## src/ods_pkg.sv

```systemverilog
// constants for the octal driver serial command and status block
package ods_pkg;
	localparam int unsigned NUM_CH        = 8;     // driver channels
	localparam int unsigned NUM_PAIR      = 4;     // thermal channel pairs
	localparam int unsigned NUM_PAR       = 4;     // parallel control pins, ch5..ch8
	localparam int unsigned WORD_BITS     = 16;    // serial word length
	localparam int unsigned CNT_BITS      = 4;     // rising edge counter, modulo 16
	// command word fields
	localparam int unsigned CMD_ON_LSB    = 0;     // driver-on bits 0..7
	localparam int unsigned CMD_DIAG_LSB  = 8;     // open-load diagnostic bits 8..15
	// status word fields
	localparam int unsigned ST_TW_BIT     = 0;     // thermal warning
	localparam int unsigned ST_CH_LSB     = 1;     // channel fault bits 1..8
	localparam int unsigned ST_PAR_LSB    = 9;     // parallel pin bits 9..12
	localparam int unsigned ST_UNUSED_LSB = 13;    // unused bits 13..14
	localparam int unsigned ST_SUPPLY_BIT = 15;    // load supply fail
	localparam int unsigned PAR_FIRST_CH  = 4;     // zero-based index of channel 5
	// reset values
	localparam logic [15:0] CMD_RESET     = 16'h0000;
	localparam logic [15:0] SHIFT_RESET   = 16'h0000;
	localparam logic [3:0]  CNT_RESET     = 4'h0;
	// pin synchronisers: only the chip select stage (bit 27) idles high
	localparam logic [29:0] SYNC_RESET    = 30'h0800_0000;
endpackage

```

## src/ods_spi_core.sv

```systemverilog
// serial command and status logic of an eight channel power driver
`timescale 1ns/1ps
`default_nettype none
module ods_spi_core
	import ods_pkg::*;
(
	input  wire logic              i_clk,                 // system clock, 100 MHz
	input  wire logic              i_rst,                 // async reset, active high
	input  wire logic              i_enable,              // enable pin, low clears command and fault latches
	input  wire logic              i_sclk,                // serial clock pin
	input  wire logic              i_chip_select_n,       // chip select pin, active low
	input  wire logic              i_sdi,                 // serial data in pin
	input  wire logic              i_parallel_control_ch5, // parallel control ch5
	input  wire logic              i_parallel_control_ch6, // parallel control ch6
	input  wire logic              i_parallel_control_ch7, // parallel control ch7
	input  wire logic              i_parallel_control_ch8, // parallel control ch8
	input  wire logic [NUM_CH-1:0] i_open_load,           // open load detector per channel
	input  wire logic [NUM_CH-1:0] i_over_current,        // overcurrent detector per channel
	input  wire logic [NUM_PAIR-1:0] i_over_temp,         // shutdown detector per pair
	input  wire logic              i_thermal_warning_flag, // thermal warning detector
	input  wire logic              i_load_supply_fail,    // load supply out of range
	output logic [NUM_CH-1:0]      o_driver_on,           // effective output stage on
	output logic [NUM_CH-1:0]      o_open_load_diag_en,   // open-load detection enable
	output logic                   o_sdo,                 // serial data out
	output logic                   o_sdo_oe               // serial out enable, high drives
);
	localparam int unsigned SYNC_W = 30;

	// two-flop synchronisers for every outside input
	logic [SYNC_W-1:0] sync1;
	logic [SYNC_W-1:0] sync2;
	logic [SYNC_W-1:0] async_in;
	assign async_in = {i_enable, i_sclk, i_chip_select_n, i_sdi,
		i_parallel_control_ch8, i_parallel_control_ch7,
		i_parallel_control_ch6, i_parallel_control_ch5,
		i_open_load, i_over_current, i_over_temp,
		i_thermal_warning_flag, i_load_supply_fail};
	always_ff @(posedge i_clk or posedge i_rst)
	begin
		if (i_rst)
		begin
			sync1 <= SYNC_RESET; // deselected, so no false select edge
			sync2 <= SYNC_RESET;
		end
		else
		begin
			sync1 <= async_in;
			sync2 <= sync1;
		end
	end

	// synchronised views
	logic                s_en;
	logic                s_sclk;
	logic                s_csn;
	logic                s_sdi;
	logic [NUM_PAR-1:0]  s_par;
	logic [NUM_CH-1:0]   s_ol;
	logic [NUM_CH-1:0]   s_oc;
	logic [NUM_PAIR-1:0] s_ot;
	logic                s_tw;
	logic                s_sfail;
	assign {s_en, s_sclk, s_csn, s_sdi, s_par, s_ol, s_oc, s_ot, s_tw, s_sfail} = sync2;

	// link state registers
	logic                sclk_d;
	logic                csn_d;
	logic [WORD_BITS-1:0] shreg;
	logic                in_bit;
	logic [CNT_BITS-1:0] cnt;
	logic                seen;
	logic                pend;                  // bit taken on a rise, not yet shifted
	logic [WORD_BITS-1:0] cmd;
	logic [WORD_BITS-1:0] next_shreg;
	logic                next_in_bit;
	logic [CNT_BITS-1:0] next_cnt;
	logic                next_seen;
	logic                next_pend;
	logic [WORD_BITS-1:0] next_cmd;
	logic                sclk_rise;
	logic                sclk_fall;
	logic                cs_fall;
	logic                cs_rise;
	logic                frame_ok;
	logic [WORD_BITS-1:0] word_in;
	logic [WORD_BITS-1:0] status;

	// edge detection on the sampled link
	assign sclk_rise = s_sclk & ~sclk_d & ~s_csn;
	assign sclk_fall = ~s_sclk & sclk_d & ~s_csn;
	assign cs_fall   = csn_d & ~s_csn;
	assign cs_rise   = ~csn_d & s_csn;
	// a rise not yet followed by its fall still holds the last bit aside
	assign word_in   = pend ? {in_bit, shreg[WORD_BITS-1:1]} : shreg;
	assign frame_ok  = cs_rise & seen & (cnt == CNT_RESET);

	// shifter, edge counter and command register
	always_comb
	begin
		next_shreg  = shreg;
		next_in_bit = in_bit;
		next_cnt    = cnt;
		next_seen   = seen;
		next_pend   = pend;
		next_cmd    = cmd;
		if (cs_fall)
		begin
			next_shreg = status;
			next_cnt   = CNT_RESET;
			next_seen  = 1'b0;
			next_pend  = 1'b0;
		end
		else if (sclk_rise)
		begin
			next_in_bit = s_sdi;
			next_cnt    = CNT_BITS'(cnt + 1'b1);
			next_seen   = 1'b1;
			next_pend   = 1'b1;
		end
		else if (sclk_fall)
		begin
			next_shreg = {in_bit, shreg[WORD_BITS-1:1]};
			next_pend  = 1'b0;
		end
		if (frame_ok)
			next_cmd = word_in;
		if (!s_en)
			next_cmd = CMD_RESET;
	end
	always_ff @(posedge i_clk or posedge i_rst)
	begin
		if (i_rst)
		begin
			sclk_d <= 1'b0;
			csn_d  <= 1'b1;
			shreg  <= SHIFT_RESET;
			in_bit <= 1'b0;
			cnt    <= CNT_RESET;
			seen   <= 1'b0;
			pend   <= 1'b0;
			cmd    <= CMD_RESET;
		end
		else
		begin
			sclk_d <= s_sclk;
			csn_d  <= s_csn;
			shreg  <= next_shreg;
			in_bit <= next_in_bit;
			cnt    <= next_cnt;
			seen   <= next_seen;
			pend   <= next_pend;
			cmd    <= next_cmd;
		end
	end

	// serial output from the shifter, driven only while selected
	assign o_sdo    = shreg[0];
	assign o_sdo_oe = ~s_csn;

	// fault latches and channel control
	logic [NUM_CH-1:0]   oc_lat;
	logic [NUM_PAIR-1:0] ts_lat;
	logic                sup_lat;
	logic                freeze;
	logic [NUM_PAR-1:0]  par_cap;
	logic [NUM_CH-1:0]   next_oc_lat;
	logic [NUM_PAIR-1:0] next_ts_lat;
	logic                next_sup_lat;
	logic                next_freeze;
	logic [NUM_PAR-1:0]  next_par_cap;
	logic [NUM_CH-1:0]   want_on;
	logic [NUM_CH-1:0]   ch_fault;
	logic                fault_new;

	genvar g;
	generate
		for (g = 0; g < NUM_CH; g++)
		begin : g_ch
			// parallel pin ORed in for channels 5..8
			if (g >= PAR_FIRST_CH)
			begin : g_par
				assign want_on[g] = cmd[CMD_ON_LSB+g] | s_par[g-PAR_FIRST_CH];
			end
			else
			begin : g_spi
				assign want_on[g] = cmd[CMD_ON_LSB+g];
			end
			// overcurrent latch, set wins over the frame clear
			assign next_oc_lat[g] = s_en & ((s_oc[g] & want_on[g]) | (oc_lat[g]
				& ~(frame_ok & ~word_in[CMD_ON_LSB+g])));
			assign o_driver_on[g] = want_on[g] & ~oc_lat[g] & ~ts_lat[g/2]
				& ~s_sfail & s_en;
			assign o_open_load_diag_en[g] = cmd[CMD_DIAG_LSB+g];
			// any of three causes raises the channel bit
			assign ch_fault[g] = oc_lat[g] | ts_lat[g/2]
				| (~want_on[g] & cmd[CMD_DIAG_LSB+g] & s_ol[g]);
		end
		for (g = 0; g < NUM_PAIR; g++)
		begin : g_pair
			// shutdown latch clears when cool and both pair channels off
			assign next_ts_lat[g] = s_en & (s_ot[g] | (ts_lat[g] & ~(frame_ok
				& ~word_in[CMD_ON_LSB+2*g] & ~word_in[CMD_ON_LSB+2*g+1])));
		end
	endgenerate

	// supply latch and parallel pin capture
	always_comb
	begin
		fault_new    = |(next_oc_lat & ~oc_lat) | |(next_ts_lat & ~ts_lat);
		next_sup_lat = s_en & (s_sfail | (sup_lat & ~frame_ok));
		next_freeze  = s_en & (fault_new | (freeze & ((|oc_lat) | (|ts_lat))));
		next_par_cap = (fault_new | ~freeze) ? s_par : par_cap;
	end
	always_ff @(posedge i_clk or posedge i_rst)
	begin
		if (i_rst)
		begin
			oc_lat  <= '0;
			ts_lat  <= '0;
			sup_lat <= 1'b0;
			freeze  <= 1'b0;
			par_cap <= '0;
		end
		else
		begin
			oc_lat  <= next_oc_lat;
			ts_lat  <= next_ts_lat;
			sup_lat <= next_sup_lat;
			freeze  <= next_freeze;
			par_cap <= next_par_cap;
		end
	end

	// status word assembled for the next frame
	always_comb
	begin
		status = '0;
		status[ST_TW_BIT] = s_tw;
		status[ST_CH_LSB +: NUM_CH] = ch_fault;
		status[ST_PAR_LSB +: NUM_PAR] = freeze ? par_cap : s_par;
		status[ST_SUPPLY_BIT] = sup_lat;
	end
endmodule
`default_nettype wire

```

## config.mk

```make
export PLATFORM = sky130hd
export DESIGN_NAME = ods_spi_core
export DESIGN_NICKNAME = d
export VERILOG_FILES = /design/src/ods_pkg.sv /design/src/ods_spi_core.sv
export SDC_FILE = /design/constraint.sdc
export NUM_CORES = 1
export LEC_CHECK = 0
export ABC_AREA = 1
export BUFFER_PORTS_ARGS = -buffer_cell sky130_fd_sc_hd__buf_2
export CELL_PAD_IN_SITES_DETAIL_PLACEMENT = 1
export CELL_PAD_IN_SITES_GLOBAL_PLACEMENT = 1
export CORE_MARGIN = 5
export CORE_UTILIZATION = 41
export DETAILED_ROUTE_END_ITERATION = 12
export PLACE_DENSITY = 0.71
export SETUP_SLACK_MARGIN = 0.15
export SLEW_MARGIN = 30
export SYNTH_ARGS = -nofsm -noshare
export SYNTH_HDL_FRONTEND = slang
export SYNTH_SLANG_ARGS = --single-unit
```

## constraint.sdc

```tcl
create_clock -name i_clk -period 3.9 [get_ports i_clk]
set_clock_uncertainty 0.2 [all_clocks]
set_input_delay 0.585 -clock i_clk [delete_from_list [all_inputs] [get_ports i_clk]]
set_output_delay 0.585 -clock i_clk [all_outputs]
set_load 0.05 [all_outputs]
```

# --- Word level (Yosys, flattened, before mapping) ---
# Index checks and enable logic that the tools add are counted.
totals:
  output_inout_bits: 18
  input_bits: 32
  ff_bits: 119
  wordCells: 235
op_classes:
  mux: 14
  reduce_logical: 10
  n_addsub: 1
  bitwise: 193
  n_eq_ne: 2
op_table:
  columns: ["op", "count"]
  rows:
  - ["$and 1x1->1", 104]
  - ["$mux 16", 6]
  - ["$not 1->1", 48]
  - ["$or 1x1->1", 37]
  - ["$reduce_or 8->1", 2]
  - ["$mux 4", 3]
  - ["$and 8x8->8", 1]
  - ["$not 8->8", 1]
  - ["$reduce_or 4->1", 2]
  - ["$mux 1", 5]
  - ["$add 4x1->4 const B", 1]
  - ["$and 4x4->4", 1]
  - ["$logic_not 4->1", 1]
  - ["$ne 2x1->1 const B", 2]
  - ["$not 4->4", 1]
  - ["$reduce_and 2->1", 2]
  - ["$reduce_bool 2->1", 2]
  - ["$reduce_bool 3->1", 1]

# --- Longest topological paths before layout ---
# Gate-level depths: netlist of the first run.
depth:
  ltp_word: 15
  ltp_mapped: 10
  ltp_nobuf: 9

# --- Worst setup path before layout of the first run ---
# No wires, ideal clock.
synth_timing:
  path_kind: "register -> output"
  startpoint: "register sync2[29]"
  endpoint: "output port o_driver_on[5]"
  arrival_ps: 2265
  required_time_ps: 3115
  setup_slack_ps: 850
  path_stages_with_launch: 5
  n_path_buf: 2
  path_cell_list: "dfrtp_1 > buf_2 > buf_6 > nand2_1 > nor4_1"
synth_via:
  elab_chain_len: 1
synth_lines:
  columns: ["element", "line_no", "text"]
  rows:
  - ["start: declaration", "ods_spi_core.sv:31", "logic [SYNC_W-1:0] sync2;"]
  - ["start signal: assignment", "ods_spi_core.sv:48", "sync2 <= sync1;"]
  - ["$and 1x1->1", "ods_spi_core.sv:192", "& ~s_sfail & s_en;"]
  - ["end: declaration", "ods_spi_core.sv:22", "output logic [NUM_CH-1:0] o_driver_on,"]
# No other way between the ends.

# --- Worst setup path in the final report of the first run ---
layout_timing:
  startpoint: "register csn_d"
  endpoint: "register shreg[6]"
layout_via:
  elab_chain_len: 3
  elab_cells_between_ends: 5
  cone_classes: "eq/ne: 1; mux: 1; bitwise: 1; reduce/logical: 2"
layout_lines:
  columns: ["element", "line_no", "text"]
  rows:
  - ["start: declaration", "ods_spi_core.sv:67", "logic csn_d;"]
  - ["start signal: assignment", "ods_spi_core.sv:146", "csn_d <= s_csn;"]
  - ["$and 1x1->1 (*)", "ods_spi_core.sv:91", "assign cs_fall = csn_d & ~s_csn;"]
  - ["$ne 2x1->1 (no source line) / $reduce_bool 2->1 (equally long branches)", null, null]
  - ["$reduce_and 2->1 (no source line)", null, null]
  - ["end signal: assignment", "ods_spi_core.sv:147", "shreg <= next_shreg;"]
  - ["end: declaration", "ods_spi_core.sv:68", "logic [WORD_BITS-1:0] shreg;"]
# Every way passes the cells marked *; elsewhere a longest branch is shown, timed or not.
# A chain may end at the register's enable or synchronous reset.

==> results of run 1 <==
==> registers in the layout, summed over array words and instances, names as in the netlist <==
register	flops
csn_d	1
cmd	16
sync2	30
par_cap	4
sup_lat	1
shreg	16
seen	1
in_bit	1
oc_lat	8
sclk_d	1
ts_lat	4
sync1	30
freeze	1
cnt	4
pend	1
==> worst max-delay path: stages, from the launching register on <==
cell                      delay, ns
sky130_fd_sc_hd__dfstp_2       0.52
sky130_fd_sc_hd__inv_1         0.09
sky130_fd_sc_hd__nor2_4        0.32
sky130_fd_sc_hd__inv_1         0.40
sky130_fd_sc_hd__nand2_1       0.43
sky130_fd_sc_hd__inv_1         0.28
sky130_fd_sc_hd__a21oi_1       0.19
sky130_fd_sc_hd__o21ai_0       0.10
sky130_fd_sc_hd__o21ai_0       0.09
==> synthesized netlist by cell type (3+ instances only) <==
master / n
sky130_fd_sc_hd__nor4_1: 6
sky130_fd_sc_hd__buf_4: 11
sky130_fd_sc_hd__nand3_1: 40
sky130_fd_sc_hd__nand4_1: 7
sky130_fd_sc_hd__dfstp_2: 3
sky130_fd_sc_hd__o21ai_1: 4
sky130_fd_sc_hd__clkbuf_1: 3
sky130_fd_sc_hd__o22ai_1: 5
sky130_fd_sc_hd__nor2_1: 26
sky130_fd_sc_hd__buf_2: 7
sky130_fd_sc_hd__a21oi_1: 21
sky130_fd_sc_hd__o21ai_0: 52
sky130_fd_sc_hd__nand2_1: 80
sky130_fd_sc_hd__inv_1: 53
sky130_fd_sc_hd__nor3_1: 4
sky130_fd_sc_hd__dfrtp_1: 116
sky130_fd_sc_hd__o211ai_1: 3
==> cell type report <==
| class | instances | area [um^2] | share of cell area, % |
|---|---|---|---|
| multi-input combinational | 264 | 1290 | 23.4 |
| clock buffer | 24 | 512 | 9.29 |
| inverter | 53 | 203 | 3.68 |
| clock inverter | 7 | 67.6 | 1.23 |
| timing repair buffer | 52 | 280 | 5.09 |
| tap | 140 | 175 | 3.18 |
| sequential | 119 | 2980 | 54.1 |
==> path summary, 6_finish.rpt <==
path | start | end | slack [ns] | cells past startpoint
worst max-delay path | csn_d | shreg[6] | 1.19 | 8
worst min-delay path | i_chip_select_n | sync1[27] | 0.07 | 1
worst max register to register | csn_d | shreg[6] | 1.19 | 8
worst min register to register | sync1[17] | sync2[17] | 0.15 | 0
max in group asynchronous | i_rst | sync2[23] | 2.49 | 3
min in group asynchronous | i_rst | sync2[3] | 0.11 | 2
==> per-stage QoR <==
| step | setup slack (ns) | instance area, um^2 | utilization [%] |
|---|---|---|---|
| 5_1_grt | 0.917 | 5510 | 50.4 |
| 2_1_floorplan | 0.850 | 4610 | - |
| 3_5_place_dp | 1.22 | 4930 | 45.1 |
| 4_1_cts | 1.22 | 5510 | 50.4 |
| 3_3_place_gp | 1.36 | 4930 | 45.1 |
| 6_report | 1.19 | 5510 | 50.4 |
==> logic make-up (layout without fill, tap and decap cells) <==
group / Yosys count / in the layout / share of synthesized area, %
fa+ha+maj: 2 / 2 / 0.543
simple gates: 172 / 172 / 16.9
mux: 2 / 2 / 0.461
compound gates: 88 / 88 / 10.0
buf+inv: 75 / 136 / 7.36
flops: 119 / 119 / 64.7
==> layer usage <==
| metal | share of wire, % | vias up |
|---|---|---|
| li1 | - | 1598 |
| met1 | 43 | 1781 |
| met2 | 51 | 74 |
| met3 | 4.3 | 24 |
| met4 | 2.0 | 0 |
| met5 | 0 | - |
==> power by group through the flow <==
stage / sequential (mW) / clock, mW / combinational [mW]
after floorplan: 1.39 / 0 / 0.232
after global placement: 1.42 / 0 / 0.300
after detailed placement: 1.42 / 0 / 0.314
after CTS: 1.41 / 1.54 / 0.318
after global routing: 1.42 / 1.60 / 0.355
final: 1.41 / 1.51 / 0.315
==> reports/summary.json, run 1 <==
{
  "routing": {
    "antenna_violating_nets_post_route": 0,
    "viasPerCell": 5.28,
    "drtPass1Iterations": 4,
    "drt_iter0_drc": 154,
    "routed_wirelength_um": 12400,
    "detail_route.wl_per_cell_um": 18.9,
    "via_count": 3477,
    "drc": 0
  },
  "critical_path": {
    "crit_fanout": 21,
    "worstPathRequired_ns": 4.02,
    "worst-setup-path-type": "flop to flop",
    "endpoint_kind": "flop",
    "arrival_ns": 2.83,
    "worstSetupStartpointType": "flop"
  },
  "yosys": {
    "async_reset_ff_share_pct": 100,
    "synth_cell_type_count": 31,
    "syn-num-nets": 492,
    "synth.ff_latch_count": 119,
    "share_of_the_yosys_chip_area_belonging_to_registers_pct": 64.7,
    "post_synth_main_area_contributors": "sky130_fd_sc_hd__dfrtp_1 (63%), sky130_fd_sc_hd__nand2_1 (6.5%), sky130_fd_sc_hd__o21ai_0 (5.6%)",
    "synthDominantCellAreaShare_pct": 63.0,
    "number_of_synthesized_flops_with_an_enable_pin": 0,
    "leading_register_cell_type_out_of_synthesis": "sky130_fd_sc_hd__dfrtp_1",
    "mappedNetlistArea_um2": 4610,
    "netlist.top_cell.by_area": "sky130_fd_sc_hd__dfrtp_1",
    "number_of_warnings_reported_in_the_yosys_synthesis_log": 0,
    "avgSynthCellArea_um2": 10.1,
    "post_synth_inst_count": 458
  },
  "clock_network": {
    "tritoncts_clock_tree": "done",
    "cts_resized": 0,
    "cts-hold-fix-buffers": 0,
    "post_cts_setup_repair_bufs": 0,
    "numClockSinks": 119,
    "number_of_buffers_created_by_cts": 17,
    "cts_root_buf": "sky130_fd_sc_hd__clkbuf_16",
    "cts_max_path_buffers": 2,
    "htreeDepth": 4,
    "clkSlewWorstSetupHoldPaths_ns": 0.05,
    "clk_latency_ns": 0.41
  },
  "final_layout": {
    "mostFrequentLayoutCell": "sky130_fd_sc_hd__dfrtp_1",
    "most-common-layout-cells": "sky130_fd_sc_hd__dfrtp_1 (116), sky130_fd_sc_hd__nand2_1 (80), sky130_fd_sc_hd__inv_1 (52), sky130_fd_sc_hd__o21ai_0 (52), sky130_fd_sc_hd__buf_2 (49)",
    "fin_nets": 541,
    "syn2layout_area_growth_pct": 19.5,
    "antenna_cells": 0,
    "fillCellCount": 1245,
    "final_layout_size_suffix_gt1_share_pct": 18.1,
    "fin_cells": 659
  },
  "global_route": {
    "grt_first_pass_wirelength_um": 20200,
    "number_of_global_route_vias_before_repair": 3770,
    "gr-usage-met1_pct": 25.8,
    "largest_net_degree_at_the_start_of_global_routing": 55,
    "grt.met2_usage_pct": 33.3,
    "antenna_found_initial": 0,
    "grt.met3_usage_pct": 4.75,
    "globalRoute.busiestLayer": "met2",
    "grt_util_overall_pct": 20.1,
    "globalRoute.totalOverflow": 0
  },
  "power_and_ir_drop": {
    "clock_share_of_power_pct": 46.7,
    "power_switching_share_pct": 25.9,
    "switching_power_mw": 0.839,
    "p_leak_nw": 2.67,
    "power.share.combinational_pct": 9.8,
    "p_int_mw": 2.39,
    "p_total_mw": 3.23,
    "pwr-share-seq_pct": 43.5,
    "power_density_nw_per_um2": 587,
    "vdd.ir_drop.worst_uv": 234
  },
  "timing": {
    "max_slew_margin_pct": 46.6,
    "timing.final.hold_violations": 0,
    "setup_violations": 0,
    "final.setup.tns_ns": 0,
    "worst_slew_pin_slew_ns": 0.801,
    "max_clock_freq_mhz": 369,
    "timing.final.crit_period_ns": 2.71,
    "grt_setup_unrepaired": "false",
    "slew_violations": 0,
    "finalCritPeriodShare_pct": 69.5,
    "hold_slack_ns": 0.0710
  },
  "placement": {
    "gpl.final_weighted_congestion": 0.912,
    "dpl.cell_count": 628,
    "detail_placement_hpwl_um": 8560,
    "number_of_port_buffers": 49
  },
  "floorplan": {
    "floorplan.die.height_um": 116,
    "rows": 38,
    "initial_utilization_pct": 42.2,
    "ios": 50,
    "die_x_um": 116,
    "fp.dieArea_um2": 13500,
    "core_outline_area_um2": 10900
  },
  "min_path": {
    "min_path_type": "primary input to flop"
  },
  "outcome": {
    "status": "completed"
  },
  "job": {
    "cap_viol_max_count": 0
  }
}
No activity file was read; power rests on OpenSTA's default activity.
==> run 2, diff against run 1 <==
- clock period: 3.9 -> 2.3 ns (I/O delays scaled with it)
==> run 2 against run 1 <==
Wire length up 5.5%. Utilization up 3.7 points. Hold slack better by 0.071 ns. Setup slack worse by 1.0 ns. Power up 69%. Register-to-register slack worse by 0.93 ns. Highest routed layer unchanged.
==> reports/summary.json, run 2 (synthesis results as in run 1) <==
{
  "outcome": {
    "status": "completed"
  },
  "placement": {
    "detail_placement_hpwl_um": 8400,
    "gpl.final_weighted_congestion": 0.875,
    "number_of_port_buffers": 49,
    "dpl.cell_count": 635,
    "placed_cell_area_um2": 4990,
    "pre_cts_slack_ns": 0.371
  },
  "final_layout": {
    "antenna_cells": 0,
    "fin_cells": 698,
    "biggestRegsByFlops": "sync1 (30), sync2 (30)",
    "syn2layout_area_growth_pct": 28.3,
    "post-route-cell-area_um2": 5910,
    "most-common-layout-cells": "sky130_fd_sc_hd__dfrtp_1 (116), sky130_fd_sc_hd__nand2_1 (79), sky130_fd_sc_hd__inv_1 (52), sky130_fd_sc_hd__o21ai_0 (52), sky130_fd_sc_hd__buf_2 (41)",
    "final_layout_size_suffix_gt1_share_pct": 18.6,
    "mostFrequentLayoutCell": "sky130_fd_sc_hd__dfrtp_1",
    "fin_nets": 579
  },
  "routing": {
    "detail_route.wl_per_cell_um": 18.8,
    "antenna_violating_nets_post_route": 0,
    "viasPerCell": 5.29,
    "drtPass1Iterations": 4,
    "drc": 0,
    "drt_iter0_drc": 117,
    "routed_wirelength_um": 13100,
    "via_count": 3695
  },
  "critical_path": {
    "crit_fanout": 8,
    "regToRegEndpoint": "par_cap[3]",
    "rrSetupSlack_ns": 0.26,
    "worstSetupStartpointType": "flop",
    "worstPathRequired_ns": 1.75,
    "number_of_cell_instances_on_the_worst_register_to_register_path": 9,
    "endpoint": "o_driver_on[5]",
    "r2r_start": "sync2[29]",
    "worst_setup_path_startpoint": "sync2[0]",
    "endpoint_kind": "primary output",
    "arrival_ns": 1.58,
    "worst-setup-path-type": "flop to primary output"
  },
  "min_path": {
    "min_path_type": "flop to flop"
  },
  "timing": {
    "timing.final.hold_violations": 0,
    "hold_slack_ns": 0.142,
    "worst_slack_ns": 0.171,
    "final.setup.tns_ns": 0,
    "slew_violations": 0,
    "grt_setup_unrepaired": "true",
    "max_clock_freq_mhz": 470,
    "worst_slew_pin_slew_ns": 0.625,
    "timing.final.crit_period_ns": 2.13,
    "finalCritPeriodShare_pct": 92.6,
    "max_slew_margin_pct": 58.3,
    "setup_violations": 0
  },
  "floorplan": {
    "fp.dieArea_um2": 13500,
    "rows": 38,
    "ios": 50,
    "initial_utilization_pct": 42.2,
    "floorplan.die.height_um": 116,
    "core_outline_area_um2": 10900,
    "die_x_um": 116
  },
  "global_route": {
    "largest_net_degree_at_the_start_of_global_routing": 120,
    "globalRoute.totalOverflow": 0,
    "number_of_global_route_vias_before_repair": 4138,
    "grt_first_pass_wirelength_um": 21500,
    "grt_util_overall_pct": 21.5,
    "antenna_found_initial": 0
  },
  "power_and_ir_drop": {
    "p_leak_nw": 2.82,
    "vdd.ir_drop.worst_uv": 535,
    "power_density_nw_per_um2": 922
  },
  "clock_network": {
    "numClockSinks": 119,
    "clkSlewWorstSetupHoldPaths_ns": 0.05,
    "htreeDepth": 4,
    "tritoncts_clock_tree": "done",
    "number_of_buffers_created_by_cts": 17,
    "cts_max_path_buffers": 2,
    "cts_root_buf": "sky130_fd_sc_hd__clkbuf_16",
    "clk_latency_ns": 0.42
  },
  "job": {
    "cap_viol_max_count": 0
  }
}
-- run 2: changes by cell type in the layout (fill, tap and decap cells not counted), moves of 3 or more --
cell                            delta
sky130_fd_sc_hd__buf_2             -8
sky130_fd_sc_hd__buf_4            +14
sky130_fd_sc_hd__clkbuf_1          +6
sky130_fd_sc_hd__clkinvlp_4        -3
sky130_fd_sc_hd__dlygate4sd3_1    +31
sky130_fd_sc_hd__nor4_1            -5
sky130_fd_sc_hd__nor4_2            +4
-- run 2: worst min path at each step --
stage | from | cells after the start | to
final | sync1[25] | 0 | sync2[25]
after global routing | sync1[26] | 0 | sync2[26]
after CTS | sync1[25] | 0 | sync2[25]
after detailed placement | sync1[25] | 0 | sync2[25]
after global placement | sync1[10] | 0 | sync2[10]
after floorplan | sync1[0] | 0 | sync2[0]
-- run 2: worst max-delay path: stages, from the launching register on --
cell,delay (ns)
sky130_fd_sc_hd__dfrtp_1,0.35
sky130_fd_sc_hd__inv_1,0.08
sky130_fd_sc_hd__nand2_2,0.19
sky130_fd_sc_hd__nor4_2,0.30
sky130_fd_sc_hd__buf_4,0.25
-- run 2: what timing repair did --
action                                  4_1_cts  5_1_grt
hold buffers                                 31        0
pin swaps                                     0        1
buffers inserted                              0        0
endpoints found under the setup margin        7        7
gates resized for setup                      10        7
endpoints found under the hold margin       146        0
-- run 2: per-layer routing --
layer,wire [um],global-route usage (%),vias to the layer above
met2,6930,36.9,79
met3,561,5.27,14
met5,0,0,-
li1,-,-,1674
met1,5430,26.6,1928
met4,206,7.42,0
-- run 2: metrics by stage --
step / util [%] / total power [mW]
CTS: 53.8 / 5.48
global placement: 45.6 / 2.94
global route: 54.1 / 5.72
detailed placement: 45.6 / 2.96
floorplan: - / 2.76
finish: 54.1 / 5.45
-- run 2: area by class of cell --
| cell class | instances | area, um^2 |
|---|---|---|
| clock buffers | 28 | 507 |
| fillers | 1220 | 5020 |
| clock inverters | 4 | 45.0 |
| flip-flops and latches | 119 | 2980 |
| well taps | 140 | 175 |
| repair buffers | 90 | 663 |
| multi-input cells | 264 | 1340 |
| inverters | 53 | 203 |
-- run 2: power breakdown --
| group | internal (mW) | switching, mW | leakage [nW] |
|---|---|---|---|
| clock network | 1.59 | 0.871 | 0.272 |
| registers | 2.26 | 0.127 | 1.46 |
| logic | 0.209 | 0.398 | 1.09 |
